<file path="src/hdl/usb_jtag_pkg.sv">
// constants, states and descriptor table of the usb-to-jtag bridge
package usb_jtag_pkg;

   localparam int BYTE_W = 8;
   localparam int DIV_W = 8;
   localparam int BUF_AW = 6;
   localparam int MEM_AW = 7;
   localparam int REP_W = 32;

   localparam logic [7:0] DIV_RESET = 8'h02;
   localparam logic [6:0] BUF_BYTES = 7'h40;
   localparam logic [3:0] REP_DEPTH_MAX = 4'he;
   localparam logic [3:0] LAST_RESET = 4'hb;

   // nibble encodings and field positions
   localparam int NIB_TDI = 0;
   localparam int NIB_TMS = 1;
   localparam int NIB_CAP = 2;
   localparam int NIB_CLASS = 3;
   localparam logic [2:0] NIB_RST_TOP = 3'h4;
   localparam logic [3:0] NIB_FLUSH = 4'ha;
   localparam logic [1:0] NIB_REP_TOP = 2'h3;

   // control requests
   localparam logic [7:0] RT_VEND_OUT = 8'h40;
   localparam logic [7:0] RT_VEND_IN = 8'hc0;
   localparam logic [7:0] RT_STD_IN = 8'h80;
   localparam logic [7:0] REQ_SET_DIV = 8'h00;
   localparam logic [7:0] REQ_SET_IO = 8'h01;
   localparam logic [7:0] REQ_GET_TDO = 8'h02;
   localparam logic [7:0] REQ_GET_DESC = 8'h06;
   localparam logic [15:0] DESC_JTAG_CAP = 16'h2000;
   localparam int IO_TDI = 0;
   localparam int IO_TMS = 1;
   localparam int IO_TCK = 2;
   localparam int IO_TRST = 3;
   localparam int IO_SRST = 4;

   // capabilities descriptor
   localparam logic [7:0] DESC_VERSION = 8'h01;
   localparam logic [7:0] DESC_LEN = 8'h0a;
   localparam logic [7:0] SPEED_TYPE = 8'h01;
   localparam logic [7:0] SPEED_LEN = 8'h08;
   localparam logic [15:0] BUS_SPEED_10KHZ = 16'h1f40;
   localparam logic [15:0] DIVISOR_MIN = 16'h0001;
   localparam logic [15:0] DIVISOR_MAX = 16'h00ff;

   typedef enum logic [2:0] {
      ST_FETCH = 3'b001,
      ST_DECODE = 3'b010,
      ST_RUN = 3'b100
   } exec_state_e;

   function automatic logic [7:0] desc_byte(input logic [7:0] idx);
      logic [7:0] b;
      b = 8'h00;
      case (idx)
         8'h00: b = DESC_VERSION;
         8'h01: b = DESC_LEN;
         8'h02: b = SPEED_TYPE;
         8'h03: b = SPEED_LEN;
         8'h04: b = BUS_SPEED_10KHZ[7:0];
         8'h05: b = BUS_SPEED_10KHZ[15:8];
         8'h06: b = DIVISOR_MIN[7:0];
         8'h07: b = DIVISOR_MIN[15:8];
         8'h08: b = DIVISOR_MAX[7:0];
         8'h09: b = DIVISOR_MAX[15:8];
         default: b = 8'h00;
      endcase
      return b;
   endfunction : desc_byte

   function automatic logic [REP_W-1:0] rep_count(input logic [1:0] r, input logic [3:0] depth);
      return {30'h0, r} << {depth, 1'b0};
   endfunction : rep_count

endpackage : usb_jtag_pkg

</file>
<file path="src/hdl/capture_mem_if.sv">
// write and read port of the capture buffer memory
`timescale 1ns/100ps
interface capture_mem_if #(parameter int AW = 7, parameter int DW = 8);
   logic wr_en;
   logic [AW-1:0] wr_addr;
   logic [DW-1:0] wr_data;
   logic rd_en;
   logic [AW-1:0] rd_addr;
   logic [DW-1:0] rd_data;
   modport writer (output wr_en, output wr_addr, output wr_data, output rd_en, output rd_addr, input rd_data);
   modport store (input wr_en, input wr_addr, input wr_data, input rd_en, input rd_addr, output rd_data);
endinterface : capture_mem_if

</file>
<file path="src/hdl/capture_ram.sv">
// two capture buffers in one memory, registered read
`timescale 1ns/100ps
module capture_ram #(parameter int AW = 7, parameter int DW = 8)
(
   input wire logic mclk,
   input wire logic sys_rst,
   capture_mem_if.store port
);
   logic [DW-1:0] mem_q [2**AW];

   always_ff @(posedge mclk)
   begin
      if (port.wr_en)
         mem_q[port.wr_addr] <= port.wr_data;
   end

   always_ff @(posedge mclk)
   begin
      if (sys_rst)
         port.rd_data <= '0;
      else if (port.rd_en)
         port.rd_data <= mem_q[port.rd_addr];
   end
endmodule : capture_ram

</file>
<file path="src/hdl/tck_gen.sv">
// tck pulse generator, phases set by the divider
`timescale 1ns/100ps
module tck_gen #(parameter int DIV_W = 8)
(
   input wire logic mclk,
   input wire logic sys_rst,
   input wire logic [DIV_W-1:0] div,
   input wire logic start,
   output logic tck,
   output logic busy,
   output logic rise,
   output logic done
);
   logic [DIV_W-2:0] half;
   logic [DIV_W-2:0] half_m1;
   logic [DIV_W-2:0] cnt_reg;
   logic tck_reg;
   logic busy_reg;

   if (DIV_W < 2)
      $error("tck_gen needs a divider of two bits or more");

   // each phase lasts half the divider, never under one cycle
   assign half = (div[DIV_W-1:1] == '0) ? (DIV_W-1)'(1) : div[DIV_W-1:1];
   assign half_m1 = half - (DIV_W-1)'(1);
   assign rise = busy_reg && !tck_reg && cnt_reg == '0;
   assign done = busy_reg && tck_reg && cnt_reg == '0;
   assign tck = tck_reg;
   assign busy = busy_reg;

   always_ff @(posedge mclk)
   begin
      if (sys_rst)
      begin
         busy_reg <= 1'b0;
         tck_reg <= 1'b0;
         cnt_reg <= '0;
      end
      else if (start && (!busy_reg || done))
      begin
         busy_reg <= 1'b1;
         tck_reg <= 1'b0;
         cnt_reg <= half_m1;
      end
      else if (busy_reg)
      begin
         if (cnt_reg != '0)
            cnt_reg <= cnt_reg - (DIV_W-1)'(1);
         else if (!tck_reg)
         begin
            tck_reg <= 1'b1;
            cnt_reg <= half_m1;
         end
         else
         begin
            tck_reg <= 1'b0;
            busy_reg <= 1'b0;
         end
      end
   end
endmodule : tck_gen

</file>
<file path="src/hdl/usb_jtag_command_capture.sv">
// nibble command interpreter, tdo capture buffers and control requests
//
// Strobed register access and the register addresses were left to the implementer.
`timescale 1ns/100ps
// Notes on behaviour
// - each byte runs high nibble, then low
// - clock nibble sets tdi tms, one pulse
// - repeat reruns last command, scaled by chain
// - zero repeat: no pulse, still deepens chain
// - sample tdo only on capturing clocks
// - eight bits make a byte, earliest lsb
// - hand buffer at 64 bytes or flush
// - two buffers: one waits, one fills
// - swap only when host drained the waiting
// - both buffers full: capturing clocks stall, refuse bytes
// - repeated flushes give no empty packets
// - vendor request 0 loads tck divider
// - divider resets to 2
// - vendor request 1 drives lines directly
// - vendor request 2 returns live tdo
// - descriptor request 0x2000 returns capabilities
// - descriptor header: version, length, speed entry
// - speed entry: 8000, divisor 1 to 255
// - fastest tck is half bus clock
// - flush publishes all collected bits
module usb_jtag_command_capture #(parameter int DIV_W = usb_jtag_pkg::DIV_W)
(
   input wire logic mclk,
   input wire logic sys_rst,
   input wire logic cmd_valid,
   input wire logic [7:0] cmd_data,
   output logic cmd_ready,
   output logic pkt_avail,
   output logic [6:0] pkt_len,
   input wire logic pkt_rd,
   input wire logic [5:0] pkt_rd_index,
   output logic [7:0] pkt_rd_data,
   input wire logic pkt_done,
   input wire logic ctl_wr,
   input wire logic ctl_rd,
   input wire logic [7:0] ctl_type,
   input wire logic [7:0] ctl_code,
   input wire logic [15:0] ctl_value,
   input wire logic [15:0] ctl_length,
   input wire logic [7:0] ctl_index,
   output logic [7:0] ctl_rd_data,
   output logic ctl_rd_ok,
   output logic tck,
   output logic tms,
   output logic tdi,
   output logic trst,
   output logic srst,
   input wire logic tdo
);
   if (DIV_W != 8)
      $error("divider register must be eight bits wide");

   usb_jtag_pkg::exec_state_e state_reg;
   logic [7:0] byte_reg;
   logic hi_sel_reg;
   logic [3:0] last_reg;
   logic [3:0] depth_reg;
   logic [usb_jtag_pkg::REP_W-1:0] rep_left_reg;
   logic [DIV_W-1:0] div_reg;
   logic tdi_reg, tms_reg, tck_man_reg, trst_reg, srst_reg;
   logic [7:0] shift_reg;
   logic [2:0] bitcnt_reg;
   logic [6:0] fill_cnt_reg;
   logic fill_buf_reg, pend_buf_reg, pend_valid_reg, flush_req_reg;
   logic [6:0] pend_len_reg;
   logic [7:0] ctl_rd_data_reg;
   logic ctl_rd_ok_reg;

   logic [3:0] nib;
   logic in_decode, is_clk, is_rst, is_rep, full, flush_fire, rep_go, adv;
   logic can_pulse, gen_start, gen_tck, gen_busy, gen_rise, gen_done, sample, xchg;
   logic [usb_jtag_pkg::REP_W-1:0] rep_n;
   logic [7:0] partial;
   logic set_div, set_io, is_tdo_rd, is_desc_rd;

   capture_mem_if #(.AW(usb_jtag_pkg::MEM_AW), .DW(usb_jtag_pkg::BYTE_W)) mem_bus ();

   capture_ram #(.AW(usb_jtag_pkg::MEM_AW), .DW(usb_jtag_pkg::BYTE_W)) u_ram
   (
      .mclk(mclk),
      .sys_rst(sys_rst),
      .port(mem_bus.store)
   );

   // half bus clock at the smallest divider
   tck_gen #(.DIV_W(DIV_W)) u_tck
   (
      .mclk(mclk),
      .sys_rst(sys_rst),
      .div(div_reg),
      .start(gen_start),
      .tck(gen_tck),
      .busy(gen_busy),
      .rise(gen_rise),
      .done(gen_done)
   );

   assign nib = hi_sel_reg ? byte_reg[7:4] : byte_reg[3:0];
   assign in_decode = state_reg == usb_jtag_pkg::ST_DECODE;
   assign is_clk = in_decode && !nib[usb_jtag_pkg::NIB_CLASS];
   assign is_rst = in_decode && nib[3:1] == usb_jtag_pkg::NIB_RST_TOP;
   assign is_rep = in_decode && nib[3:2] == usb_jtag_pkg::NIB_REP_TOP;
   assign full = fill_cnt_reg == usb_jtag_pkg::BUF_BYTES;
   assign rep_n = usb_jtag_pkg::rep_count(nib[1:0], depth_reg);
   // only a clock command is worth repeating
   assign rep_go = is_rep && !last_reg[usb_jtag_pkg::NIB_CLASS] && rep_n != '0;
   // flush waits only if a partial byte has no room
   assign flush_fire = in_decode && nib == usb_jtag_pkg::NIB_FLUSH && !(full && bitcnt_reg != 3'h0);
   assign can_pulse = !gen_busy || gen_done;
   // no capturing pulse while both buffers are full
   assign gen_start = state_reg == usb_jtag_pkg::ST_RUN && rep_left_reg != '0 && can_pulse
                      && !(last_reg[usb_jtag_pkg::NIB_CAP] && full);
   assign adv = (in_decode && nib[usb_jtag_pkg::NIB_CLASS] && !rep_go
                 && (nib != usb_jtag_pkg::NIB_FLUSH || flush_fire))
                || (state_reg == usb_jtag_pkg::ST_RUN && rep_left_reg == '0 && can_pulse);
   assign cmd_ready = state_reg == usb_jtag_pkg::ST_FETCH;

   // a stall only holds state, the next nibble follows
   always_ff @(posedge mclk)
   begin
      if (sys_rst)
      begin
         state_reg <= usb_jtag_pkg::ST_FETCH;
         byte_reg <= 8'h00;
         hi_sel_reg <= 1'b0;
         rep_left_reg <= '0;
      end
      else
      begin
         unique case (state_reg)
            usb_jtag_pkg::ST_FETCH:
            begin
               if (cmd_valid)
               begin
                  byte_reg <= cmd_data;
                  hi_sel_reg <= 1'b1;
                  state_reg <= usb_jtag_pkg::ST_DECODE;
               end
            end
            usb_jtag_pkg::ST_DECODE:
            begin
               if (is_clk || rep_go)
               begin
                  rep_left_reg <= is_clk ? usb_jtag_pkg::REP_W'(1) : rep_n;
                  state_reg <= usb_jtag_pkg::ST_RUN;
               end
               else if (adv && hi_sel_reg)
                  hi_sel_reg <= 1'b0;
               else if (adv)
                  state_reg <= usb_jtag_pkg::ST_FETCH;
            end
            usb_jtag_pkg::ST_RUN:
            begin
               if (gen_start)
                  rep_left_reg <= rep_left_reg - usb_jtag_pkg::REP_W'(1);
               else if (adv)
               begin
                  hi_sel_reg <= 1'b0;
                  state_reg <= hi_sel_reg ? usb_jtag_pkg::ST_DECODE : usb_jtag_pkg::ST_FETCH;
               end
            end
            default: state_reg <= usb_jtag_pkg::ST_FETCH;
         endcase
      end
   end

   // last command and repeat chain depth
   always_ff @(posedge mclk)
   begin
      if (sys_rst)
      begin
         last_reg <= usb_jtag_pkg::LAST_RESET;
         depth_reg <= 4'h0;
      end
      else if (is_rep)
      begin
         // a zero count still deepens the chain
         if (depth_reg != usb_jtag_pkg::REP_DEPTH_MAX)
            depth_reg <= depth_reg + 4'h1;
      end
      else if (in_decode && adv || is_clk)
      begin
         depth_reg <= 4'h0;
         last_reg <= nib;
      end
   end

   assign set_div = ctl_wr && ctl_type == usb_jtag_pkg::RT_VEND_OUT
                    && ctl_code == usb_jtag_pkg::REQ_SET_DIV && ctl_length == 16'h0000;
   assign set_io = ctl_wr && ctl_type == usb_jtag_pkg::RT_VEND_OUT
                   && ctl_code == usb_jtag_pkg::REQ_SET_IO && ctl_length == 16'h0000;

   // jtag lines and divider
   always_ff @(posedge mclk)
   begin
      if (sys_rst)
      begin
         tdi_reg <= 1'b0;
         tms_reg <= 1'b0;
         tck_man_reg <= 1'b0;
         trst_reg <= 1'b0;
         srst_reg <= 1'b0;
         div_reg <= usb_jtag_pkg::DIV_RESET;
      end
      else
      begin
         if (is_clk)
         begin
            tdi_reg <= nib[usb_jtag_pkg::NIB_TDI];
            tms_reg <= nib[usb_jtag_pkg::NIB_TMS];
         end
         if (is_rst)
            srst_reg <= nib[0];
         if (set_io)
         begin
            tdi_reg <= ctl_value[usb_jtag_pkg::IO_TDI];
            tms_reg <= ctl_value[usb_jtag_pkg::IO_TMS];
            tck_man_reg <= ctl_value[usb_jtag_pkg::IO_TCK];
            trst_reg <= ctl_value[usb_jtag_pkg::IO_TRST];
            srst_reg <= ctl_value[usb_jtag_pkg::IO_SRST];
         end
         if (set_div)
            div_reg <= ctl_value[DIV_W-1:0];
      end
   end

   assign tck = gen_busy ? gen_tck : tck_man_reg;
   assign tms = tms_reg;
   assign tdi = tdi_reg;
   assign trst = trst_reg;
   assign srst = srst_reg;

   assign sample = gen_rise && last_reg[usb_jtag_pkg::NIB_CAP];
   assign partial = shift_reg >> (4'h8 - {1'b0, bitcnt_reg});
   // byte written in the same cycle as the eighth bit
   assign mem_bus.wr_en = (sample && bitcnt_reg == 3'h7) || (flush_fire && bitcnt_reg != 3'h0);
   assign mem_bus.wr_data = sample ? {tdo, shift_reg[7:1]} : partial;
   assign mem_bus.wr_addr = {fill_buf_reg, fill_cnt_reg[usb_jtag_pkg::BUF_AW-1:0]};
   assign mem_bus.rd_en = pkt_rd;
   assign mem_bus.rd_addr = {pend_buf_reg, pkt_rd_index};
   // swap only with the waiting buffer drained
   assign xchg = !pend_valid_reg && !mem_bus.wr_en && fill_cnt_reg != 7'h00 && (full || flush_req_reg);

   always_ff @(posedge mclk)
   begin
      if (sys_rst)
      begin
         shift_reg <= 8'h00;
         bitcnt_reg <= 3'h0;
         fill_cnt_reg <= 7'h00;
         fill_buf_reg <= 1'b0;
         flush_req_reg <= 1'b0;
      end
      else
      begin
         if (sample)
         begin
            shift_reg <= {tdo, shift_reg[7:1]};
            bitcnt_reg <= bitcnt_reg + 3'h1;
         end
         if (flush_fire)
            bitcnt_reg <= 3'h0;
         // hand over at full or on flush
         if (xchg)
         begin
            fill_cnt_reg <= 7'h00;
            fill_buf_reg <= !fill_buf_reg;
            flush_req_reg <= 1'b0;
         end
         else if (mem_bus.wr_en)
            fill_cnt_reg <= fill_cnt_reg + 7'h01;
         // an empty or just swapped flush requests nothing
         if (flush_fire && !xchg && (fill_cnt_reg != 7'h00 || bitcnt_reg != 3'h0))
            flush_req_reg <= 1'b1;
      end
   end

   always_ff @(posedge mclk)
   begin
      if (sys_rst)
      begin
         pend_valid_reg <= 1'b0;
         pend_buf_reg <= 1'b0;
         pend_len_reg <= 7'h00;
      end
      else if (xchg)
      begin
         pend_valid_reg <= 1'b1;
         pend_buf_reg <= fill_buf_reg;
         pend_len_reg <= fill_cnt_reg;
      end
      else if (pkt_done)
         pend_valid_reg <= 1'b0;
   end

   assign pkt_avail = pend_valid_reg;
   assign pkt_len = pend_len_reg;
   assign pkt_rd_data = mem_bus.rd_data;

   assign is_tdo_rd = ctl_type == usb_jtag_pkg::RT_VEND_IN && ctl_code == usb_jtag_pkg::REQ_GET_TDO;
   assign is_desc_rd = ctl_type == usb_jtag_pkg::RT_STD_IN && ctl_code == usb_jtag_pkg::REQ_GET_DESC
                       && ctl_value == usb_jtag_pkg::DESC_JTAG_CAP;

   always_ff @(posedge mclk)
   begin
      if (sys_rst || !ctl_rd)
      begin
         ctl_rd_data_reg <= 8'h00;
         ctl_rd_ok_reg <= 1'b0;
      end
      else if (is_tdo_rd)
      begin
         ctl_rd_data_reg <= {7'h00, tdo};
         ctl_rd_ok_reg <= 1'b1;
      end
      // capabilities descriptor, from the fixed table
      else if (is_desc_rd)
      begin
         ctl_rd_data_reg <= usb_jtag_pkg::desc_byte(ctl_index);
         ctl_rd_ok_reg <= ctl_index < usb_jtag_pkg::DESC_LEN;
      end
      else
      begin
         ctl_rd_data_reg <= 8'h00;
         ctl_rd_ok_reg <= 1'b0;
      end
   end

   assign ctl_rd_data = ctl_rd_data_reg;
   assign ctl_rd_ok = ctl_rd_ok_reg;
endmodule : usb_jtag_command_capture

</file>
<file path="config.mk">
export PLATFORM = sky130hd
export DESIGN_NAME = usb_jtag_command_capture
export DESIGN_NICKNAME = d
export VERILOG_FILES = /design/src/hdl/usb_jtag_pkg.sv /design/src/hdl/capture_mem_if.sv /design/src/hdl/capture_ram.sv /design/src/hdl/tck_gen.sv /design/src/hdl/usb_jtag_command_capture.sv
export SDC_FILE = /design/constraint.sdc
export NUM_CORES = 1
export LEC_CHECK = 0
export ABC_CLOCK_PERIOD_IN_PS = 13750
export BUFFER_PORTS_ARGS = -buffer_cell sky130_fd_sc_hd__buf_4
export CORE_MARGIN = 2
export CORE_UTILIZATION = 25
export CTS_BUF_LIST = sky130_fd_sc_hd__clkbuf_16
export DETAILED_ROUTE_END_ITERATION = 16
export PLACE_DENSITY = 0.37
export SLEW_MARGIN = 10
export SYNTH_ARGS = -nofsm -noshare
export SYNTH_HDL_FRONTEND = slang
export SYNTH_SLANG_ARGS = --single-unit
</file>
<file path="constraint.sdc">
create_clock -name mclk -period 13.75 [get_ports mclk]
set_input_delay 0 -clock mclk [delete_from_list [all_inputs] [get_ports mclk]]
set_output_delay 0 -clock mclk [all_outputs]
set_load 0.01 [all_outputs]
</file>
After elaboration in Yosys (flattened, before gate mapping)
Memory sizes are Yosys's and may differ from the RTL's. A register that Yosys moved wholly into a read port is not among the register bits.
Index checks and enable logic that the tools add are counted.

word-level totals
  register bits = 112
  latch bits = 0
  bits in read-only memories = 128
  output and inout bits = 31
  memory bits (writable) = 1024
  memories kept = 2

memory list
  name              depth  bits a word  read ports  clocked after memory_dff  write ports  RTL line            source
  u_ram.mem_q       128    8            1           1                         1            capture_ram.sv:9    logic [DW-1:0] mem_q [2**AW];
  (name not given)  16     8            1           0                         0            usb_jtag_pkg.sv:57  case (idx)

cells by class
  bitwise gates (word level) = 4
  eq/ne operators = 28
  reductions and logical operators = 92
  $mul = 0
  add/sub/neg operators = 7
  multiplexer cells = 50
  $lt $le $gt $ge = 1
  divide/modulo/power cells = 0
  shifts and indexed selects = 2

operators with widths
  operator                                                               number
  32-bit 2-to-1 mux                                                      3
  32-bit one-hot mux with 2 select lines                                 1
  32-bit nonzero test                                                    2
  1-bit logical AND                                                      40
  7-bit 2-to-1 mux                                                       5
  32-bit zero test                                                       1
  2-bit by 5-bit << shifter with 32-bit output                           1
  32-bit by 1-bit subtractor with 32-bit output (second input constant)  1
  1-bit 2-to-1 mux                                                       27
  3-bit 2-to-1 mux                                                       6
  16-bit by 14-bit == test with 1-bit output (second input constant)     1
  8-bit == test (second input constant)                                  2
  16-bit zero test                                                       1
  4-bit 2-to-1 mux                                                       4
  7-bit zero test                                                        2
  2-bit nonzero test                                                     7
  7-bit nonzero test                                                     2
  7-bit by 1-bit subtractor with 7-bit output (second input constant)    2
  1-bit zero test                                                        12
  2-bit AND reduction                                                    5
  3-bit == test (second input constant)                                  3
  1-bit logical OR                                                       9
  3-bit one-hot mux with 3 select lines                                  1
  8-bit by 1-bit == test with 1-bit output (second input constant)       1
  other kinds (31)                                                       45

Depth between registers and ports, before layout
Gate-level depths: netlist of run 1.

  depth after elaboration = 14
  gate-level depth with buffers = 11
  mapped depth without buffers = 8

Modules after synthesis
A second synthesis of run 1 with hierarchy kept.

second synthesis, totals
  cell total of the unflattened synthesis = 2823
  area total of the unflattened synthesis = 46812.4 µm²

by module, submodules not included
  module                    instances  cells each  area an instance (µm²)
  capture_ram               1          2025        40561.4
  usb_jtag_command_capture  1          706         5531.6
  tck_gen                   1          92          719.4

Worst setup path before layout of run 1
OpenSTA, ideal clock, no wires.

  path type = register to register
  from = reg bitcnt_reg[0]
  to = mem u_ram.mem_q[0][1] (data pin)
  path slack = 5860 ps
  data arrival time = 6693 ps
  library setup time = 1197 ps
  stages on the path, launching flop included = 10
  buffers on the path = 2
  clock period less this slack = 7890 ps
  cell sequence = dfxtp_1 -> clkbuf_1 -> inv_1 -> ha_1 -> clkbuf_1 -> mux2i_1 -> nor2_1 -> a31oi_1 -> o21a_1 -> o21ai_0

between the ends
  cells in the longest elaborated chain, start to end = 3

RTL lines
  element                                       RTL line                         source
  start, declared                               usb_jtag_command_capture.sv:67   logic [2:0] bitcnt_reg;
  start signal, assigned                        usb_jtag_command_capture.sv:264  bitcnt_reg <= bitcnt_reg + 3'h1;
  4-bit by 3-bit subtractor with 4-bit output   usb_jtag_command_capture.sv:239  assign partial = shift_reg >> (4'h8 - {1'b0, bitcnt_reg});
  8-bit by 4-bit right shift with 8-bit output  usb_jtag_command_capture.sv:239
  8-bit 2-to-1 mux                              usb_jtag_command_capture.sv:242  assign mem_bus.wr_data = sample ? {tdo, shift_reg[7:1]} : partial;
  net mem_bus.wr_data[1]                        capture_mem_if.sv:6              logic [DW-1:0] wr_data;
  end, declared                                 capture_ram.sv:9

The timed path passes the listed nets, and every way through them passes these cells.

Worst setup path after layout of run 1
  from = reg u_tck.cnt_reg[0]
  to = mem u_ram.mem_q[68][6], enable pin

between the ends
  cells in the longest elaborated chain, start to end = 7

RTL lines
  element                                 RTL line                         source
  start, declared                         tck_gen.sv:16                    logic [DIV_W-2:0] cnt_reg;
  start signal, assigned                  tck_gen.sv:43                    cnt_reg <= half_m1;
  start signal, assigned                  tck_gen.sv:48                    cnt_reg <= cnt_reg - (DIV_W-1)'(1);
  start signal, assigned                  tck_gen.sv:52                    cnt_reg <= half_m1;
  7-bit zero test                         tck_gen.sv:26                    assign rise = busy_reg && !tck_reg && cnt_reg == '0;
  1-bit logical AND                       tck_gen.sv:26
  1-bit logical AND                       usb_jtag_command_capture.sv:238  assign sample = gen_rise && last_reg[usb_jtag_pkg::NIB_CAP];
  1-bit logical AND                       usb_jtag_command_capture.sv:241  assign mem_bus.wr_en = (sample && bitcnt_reg == 3'h7) || (flush_fire && bitcnt_reg != 3'h0);
  1-bit logical OR                        usb_jtag_command_capture.sv:241
  1-bit 2-to-1 mux                        capture_ram.sv:13                if (port.wr_en)
  1-bit 2-to-1 mux (not written as such)  capture_ram.sv:14                mem_q[port.wr_addr] <= port.wr_data;

No other way between the ends.

==> summary.txt, run 1 <==
Global routing
  – Largest net degree at the start of global routing: 111
  – GRT Total Usage: 14.5%
  – GR Overflow Total: 0
  – Vias in the first global route: 26845
  – Initial antenna violation count: 3
  – First-pass GRT wire length: 197 mm

Route
  – DR pass1 iterations: 5
  – Routed via count: 25764
  – Residual DRC: 0
  – Number of DRC markers in iteration 0: 2104
  – DR vias/cell: 4.71
  – Drt total wl: 137 mm
  – Drt wl/cell: 25.0 um
  – DRT antenna net count: 0

Pwr
  – Pwr per Cell Area: 136 nW/um^2
  – Max VDD drop: 114 uV
  – Pleak: 16.6 nW

Timing
  – Post-route clock period utilization: 35.5%
  – TNS Setup: 0 ns
  – Slew Limit Fails: 0
  – RSZ-0062 raised after global routing: false
  – Tightest Pin Transition: 1.19 ns
  – Final setup viols: 0
  – Skew final: 0.0259 ns
  – Highest clock rate: 0.205 GHz
  – Hold slack final: 0.0805 ns
  – Final hold vios: 0
  – Min Clock Period, post-route: 4.89 ns
  – Max transition margin: 19.9%

Logic synthesis
  – Syn nets: 2768
  – Top FF cell, synth: edfxtp_1
  – Async set-or-reset flop fraction in the synthesized netlist: 0%
  – Syn Std Cell Area: 46200 sq um
  – Syn_area_per_cell: 17.3 sq um
  – Post-synth EDFFs: 1024
  – Yosys warns: 0
  – Yosys reg bits: 1139
  – Post-synthesis sequential area ratio: 71.5%
  – Synth unique cells: 85
  – Gate Count Post-Synth: 2677

Placement
  – IO Port Bufs: 108
  – Detail Placement HPWL: 85.3 mm
  – Final RePlAce weighted congestion: 0.801

Critical path
  – WP data required: 14.11 ns
  – RR Startpoint: u_tck.cnt_reg[0]
  – Arrival time worst endpoint: 5.25 ns
  – Worst Path Max Fanout: 19
  – Crit Path Class: register to register
  – Worst reg2reg endpoint: u_ram.mem_q[68][6]
  – Critical Path Start Type: register
  – Crit path capture type: register
  – Worst-case reg-to-reg path depth: 7
  – Flop-to-flop setup slack: 8.86 ns

Layout
  – Layout cell share with drive strength beyond 1: 22.0%
  – Filler instances: 18124
  – Commonest non-fill, non-tap cell in the layout: edfxtp_1
  – FF/Latch Area: 33100 sq um
  – Largest register FFs: 1024
  – Layout Nets: 2985
  – Most frequent cells in the layout: edfxtp_1, mux4_2, nor2_1
  – Area of the multi-input gates: 12300 sq um
  – Ant. Diodes: 0
  – Area delta synth->final: 18.6%

Clocking
  – Total CTS buffers: 133
  – Clock Tree Root: clkbuf_16
  – CTS tree: done
  – Clock latency at the later pin of the worst-skew pair: 0.75 ns
  – CTS clk-pin slew, worst paths: 0.06 ns
  – Postcts setup bufs: 0
  – Cts repair resizes: 0
  – Clock tree buffer depth: 3
  – H-tree levels: 4
  – Post-CTS Hold Buffers: 80
  – Sink Count: 1139

Hold path
  – Hold Path Depth: 4
  – Hold_sp: ctl_value[2]
  – Hold Path Sink: tck_man_reg
  – Hold WC Path Type: input pin to register

Outcome
  – Status: finished, final reports clean

Job
  – MaxCap Viol Count: 0

Floorplanning
  – Die Area: 188000 sq um
  – Ports: 109
  – Chip width: 434 um
  – Initial Utilization: 25.2%
  – Core area: 183000 sq um
  – Placement Rows: 157
  – Die H: 434 um
[routing by layer]
metal / share of wire (%) / GRT usage [%] / up-vias
met3: 4.3 / 2.37 / 176
li1: - / - / 11224
met5: 0 / 0 / -
met4: 2.0 / 3.55 / 0
met1: 47 / 20.5 / 13655
met2: 47 / 23.1 / 709
[logic make-up after synthesis]
kind of cell,synth area share [%]
XOR/XNOR,0.398
AND/OR/NAND/NOR,6.20
multiplexers,14.1
flip-flops,71.5
buffers and inverters,2.13
AO/OA/AOI/OAI,5.33
adder cells (fa/ha/maj),0.352
[report_power, final]
part / internal, mW / switching [mW] / total, mW
combinational: 0.106 / 0.164 / 0.270
sequential: 3.72 / 0.0122 / 3.74
clock: 2.03 / 1.42 / 3.45
[area by class of cell]
cell class                      count  area share [%]
Tap cell                         2464            5.62
Timing Repair Buffer              231            3.58
Inverter                           34           0.233
Clock buffer                      140            6.39
Sequential cell                  1139            60.3
Multi-Input combinational cell   1355            22.5
Clock inverter                    104            1.43
[worst max path at each step]
| stage | start | end | slack (ns) |
|---|---|---|---|
| floorplan | bitcnt_reg[0] | u_ram.mem_q[0][1] | 5.86 |
| global placement | u_tck.cnt_reg[0] | u_ram.mem_q[100][6] | 8.87 |
| detailed placement | u_tck.cnt_reg[0] | u_ram.mem_q[64][2] | 8.84 |
| CTS | u_tck.cnt_reg[0] | u_ram.mem_q[68][6] | 8.82 |
| global route | u_tck.cnt_reg[0] | u_ram.mem_q[68][6] | 8.51 |
| finish | u_tck.cnt_reg[0] | u_ram.mem_q[68][6] | 8.86 |
[cells in the mapped netlist (10+ instances only)]
| cell | n | share of area, % |
|---|---|---|
| mux2i_1 | 81 | 1.8 |
| mux2_2 | 31 | 0.75 |
| o21ai_0 | 73 | 0.79 |
| o22ai_1 | 33 | 0.45 |
| edfxtp_1 | 1024 | 67 |
| a21oi_1 | 86 | 0.93 |
| xor2_1 | 13 | 0.25 |
| inv_1 | 34 | 0.28 |
| nand3_1 | 40 | 0.43 |
| o32ai_1 | 11 | 0.21 |
| a31oi_1 | 14 | 0.19 |
| buf_6 | 17 | 0.41 |
| and3_1 | 10 | 0.14 |
| o31ai_1 | 10 | 0.16 |
| or3_1 | 12 | 0.16 |
| mux4_2 | 237 | 12 |
| nand4_1 | 12 | 0.16 |
| a221oi_1 | 14 | 0.27 |
| nor2b_1 | 27 | 0.37 |
| and2_1 | 13 | 0.18 |
| nor2_1 | 231 | 1.9 |
| buf_4 | 25 | 0.41 |
| clkbuf_1 | 62 | 0.50 |
| buf_2 | 34 | 0.37 |
| nand2b_1 | 20 | 0.27 |
| dfxtp_1 | 115 | 5.0 |
| a22oi_1 | 54 | 0.88 |
| a211oi_1 | 14 | 0.23 |
| ha_1 | 13 | 0.35 |
| nand2_1 | 134 | 1.1 |
| nor4_1 | 24 | 0.32 |
| nor3_1 | 26 | 0.28 |
[worst max-delay path, cell delays in order, from the launching register on]
cell and delay [ns]:
dfxtp_1 0.33, inv_1 0.08, ha_1 0.20, nor4b_2 0.40, and4_1 0.64, a22o_1 0.83, nand3_2 1.02, nor2_1 1.01
[per-stage QoR]
step                power, mW  util [%]  cells  setup WS, ns  area (sq um)
finish                   7.46      29.9   5467          8.86         54800
global route             7.71      29.9   5467          8.51         54800
CTS                      7.56      29.9   5467          8.82         54800
detailed placement       4.06      27.1   5143          8.84         49800
global placement         4.06      27.1   5143          8.87         49800
floorplan                3.97         -   2677          5.86         46200
Power figures use the tool's default switching activity.
==> inputs of run 2 (changes only) <==
--- a/config.mk
+++ b/config.mk
@@ -5,7 +5,7 @@
 export SDC_FILE = /design/constraint.sdc
 export NUM_CORES = 1
 export LEC_CHECK = 0
-export ABC_CLOCK_PERIOD_IN_PS = 13750
+export ABC_CLOCK_PERIOD_IN_PS = 4800
 export BUFFER_PORTS_ARGS = -buffer_cell sky130_fd_sc_hd__buf_4
 export CORE_MARGIN = 2
 export CORE_UTILIZATION = 25
==> constraint.sdc (replaced) <==
create_clock -name mclk -period 4.8 [get_ports mclk]
set_input_delay 0 -clock mclk [delete_from_list [all_inputs] [get_ports mclk]]
set_output_delay 0 -clock mclk [all_outputs]
set_load 0.01 [all_outputs]
==> run 2 against run 1 <==
  * Clock-buffer cell count decreased by 3
  * Combinational power increased to 2.9 times the previous value
  * Critical endpoint is now u_ram.mem_q[7][5]
  * Power increased to 2.9 times the previous value
  * Register-to-register slack got worse by 7.8 ns
  * Sequential cell count unchanged
  * Sequential share of layout area decreased by 0.71 points
  * Non-clock buffer count increased by 52
  * Fmax increased by 32%
==> summary.txt, run 2 (same netlist as run 1, synthesis figures left out) <==
Outcome
  – Status: finished, final reports clean

Global routing
  – First-pass GRT wire length: 201 mm
  – Largest net degree at the start of global routing: 129
  – GRT Total Usage: 14.7%
  – Initial antenna violation count: 7
  – GR Overflow Total: 0
  – Vias in the first global route: 27038

Floorplanning
  – Core area: 183000 sq um
  – Placement Rows: 157
  – Ports: 109
  – Chip width: 434 um
  – Die H: 434 um
  – Initial Utilization: 25.2%
  – Die Area: 188000 sq um

Timing
  – Hold slack final: 0.0837 ns
  – Tightest Pin Transition: 1.11 ns
  – Final hold vios: 0
  – RSZ-0062 raised after global routing: false
  – Max transition margin: 25.5%
  – Skew final: 0.0290 ns
  – Slew Limit Fails: 0
  – Post-route clock period utilization: 76.9%
  – Min Clock Period, post-route: 3.69 ns
  – TNS Setup: 0 ns
  – Final setup viols: 0
  – Highest clock rate: 0.271 GHz

Critical path
  – Most frequent CP cell: ha_1
  – Arrival time worst endpoint: 4.07 ns
  – WP data required: 5.18 ns
  – Sum of buffers and inverters on the critical path: 2
  – Crit Path Class: register to register
  – Slowest CP cell: dfxtp_1
  – Worst Path Max Fanout: 16
  – Worst path top cell family by delay: simple AND/OR/NAND/NOR gates
  – Critical Path Start Type: register
  – Slowest stage delay, CP: 0.71 ns
  – Crit path capture type: register
  – CP Cell Sequence: inv_1, ha_1, ha_1, a311oi_1, a22o_1, nand2_1, buf_4, nor2_1

Hold path
  – Hold WC Path Type: input pin to register

Clocking
  – Clock tree buffer depth: 3
  – CTS clk-pin slew, worst paths: 0.06 ns
  – Clock Tree Root: clkbuf_16
  – Sink Count: 1139
  – CTS tree: done
  – H-tree levels: 4
  – Clock latency at the later pin of the worst-skew pair: 0.75 ns
  – Postcts setup bufs: 0
  – Total CTS buffers: 133

Route
  – DR pass1 iterations: 6
  – DRT antenna net count: 0
  – DR vias/cell: 4.72
  – Residual DRC: 0
  – Routed via count: 26072
  – Drt total wl: 139 mm
  – Drt wl/cell: 25.1 um
  – Number of DRC markers in iteration 0: 2441

Pwr
  – Combinational power share: 3.7%
  – Clock power share: 47.1%
  – Psw: 4.63 mW
  – Cell Int Power: 17.1 mW
  – Max VDD drop: 269 uV
  – Seq pwr share: 49.3%
  – Pwr per Cell Area: 391 nW/um^2
  – Pleak: 17.0 nW
  – Switching share of power: 21.3%

Layout
  – Area delta synth->final: 20.0%
  – Largest register FFs: 1024
  – Commonest non-fill, non-tap cell in the layout: edfxtp_1
  – Layout Nets: 3037
  – Most frequent cells in the layout: edfxtp_1, mux4_2, nor2_1
  – Layout cell share with drive strength beyond 1: 22.9%

Placement
  – Final RePlAce weighted congestion: 0.792
  – IO Port Bufs: 108
  – Detail Placement HPWL: 87.3 mm

Job
  – MaxCap Viol Count: 0
==> run 2: changes by cell type in the layout (fill, tap and decap cells not counted), moves of 4 or more <==
cell | before | now
buf_12 | 1 | 14
buf_4 | 148 | 182
bufinv_16 | 10 | 17
diode_2 | 0 | 5
dlygate4sd3_1 | 80 | 85
nand2b_1 | 16 | 20
nand2b_2 | 4 | 0
==> run 2: path summary, 6_finish.rpt <==
check | from | endpoint | slack, ns | cells after the start
setup / recovery | bitcnt_reg[0] | u_ram.mem_q[7][5] | 1.11 | 8
hold / removal | ctl_value[2] | div_reg[2] | 0.08 | 4
setup reg to reg | bitcnt_reg[0] | u_ram.mem_q[7][5] | 1.11 | 8
hold reg to reg | shift_reg[0] | shift_reg[0] | 0.47 | 2
==> run 2: metrics by stage <==
stage	std cells	util (%)	power, mW	instance area (sq um)	setup slack (ns)
floorplan	2677	-	11.4	46300	0.637
global placement	5190	27.4	11.6	50200	1.11
detailed placement	5190	27.4	11.7	50200	1.06
CTS	5518	30.2	22.0	55500	1.03
global route	5520	30.2	22.4	55500	0.790
finish	5523	30.3	21.7	55500	1.11
==> run 2: area by class of cell <==
| cell class | count | area [sq um] |
|---|---|---|
| antenna | 5 | 12.5 |
| sequential | 1139 | 33100 |
| clock inverter | 106 | 982 |
| multi-input combinational | 1355 | 12300 |
| timing repair buffer | 283 | 2530 |
| tap | 2464 | 3080 |
| clock buffer | 137 | 3430 |
| inverter | 34 | 128 |
| fill | 17968 | 128000 |
==> run 2: worst reg2reg max path, delay by kind of cell (launching register included) <==
family	cells	cell delay, ns
buffers and inverters	2	0.52
AO/OA/AOI/OAI	2	0.71
adder cells (fa/ha/maj)	2	0.48
AND/OR/NAND/NOR	2	0.89
flip-flops	1	0.71
==> run 2: repair_timing <==
action,CTS,global route
resized for setup,0,0
hold endpoints to repair,90,0
hold buffers,85,0
==> run 2: power by group through the flow <==
stage | Clock [mW] | Sequential (mW) | Combinational (mW)
2_1_floorplan | 0 | 10.9 | 0.489
3_3_place_gp | 0 | 10.9 | 0.744
3_5_place_dp | 0 | 10.9 | 0.750
4_1_cts | 10.5 | 10.7 | 0.803
5_1_grt | 10.9 | 10.7 | 0.857
6_report | 10.2 | 10.7 | 0.795
==> run 2: per-layer routing <==
layer / up-vias / share of wire (%) / track usage, %
met1: 13738 / 44 / 20.0
li1: 11335 / - / -
met5: - / 0 / 0
met2: 820 / 48 / 24.2
met3: 179 / 4.9 / 2.33
met4: 0 / 2.5 / 4.42
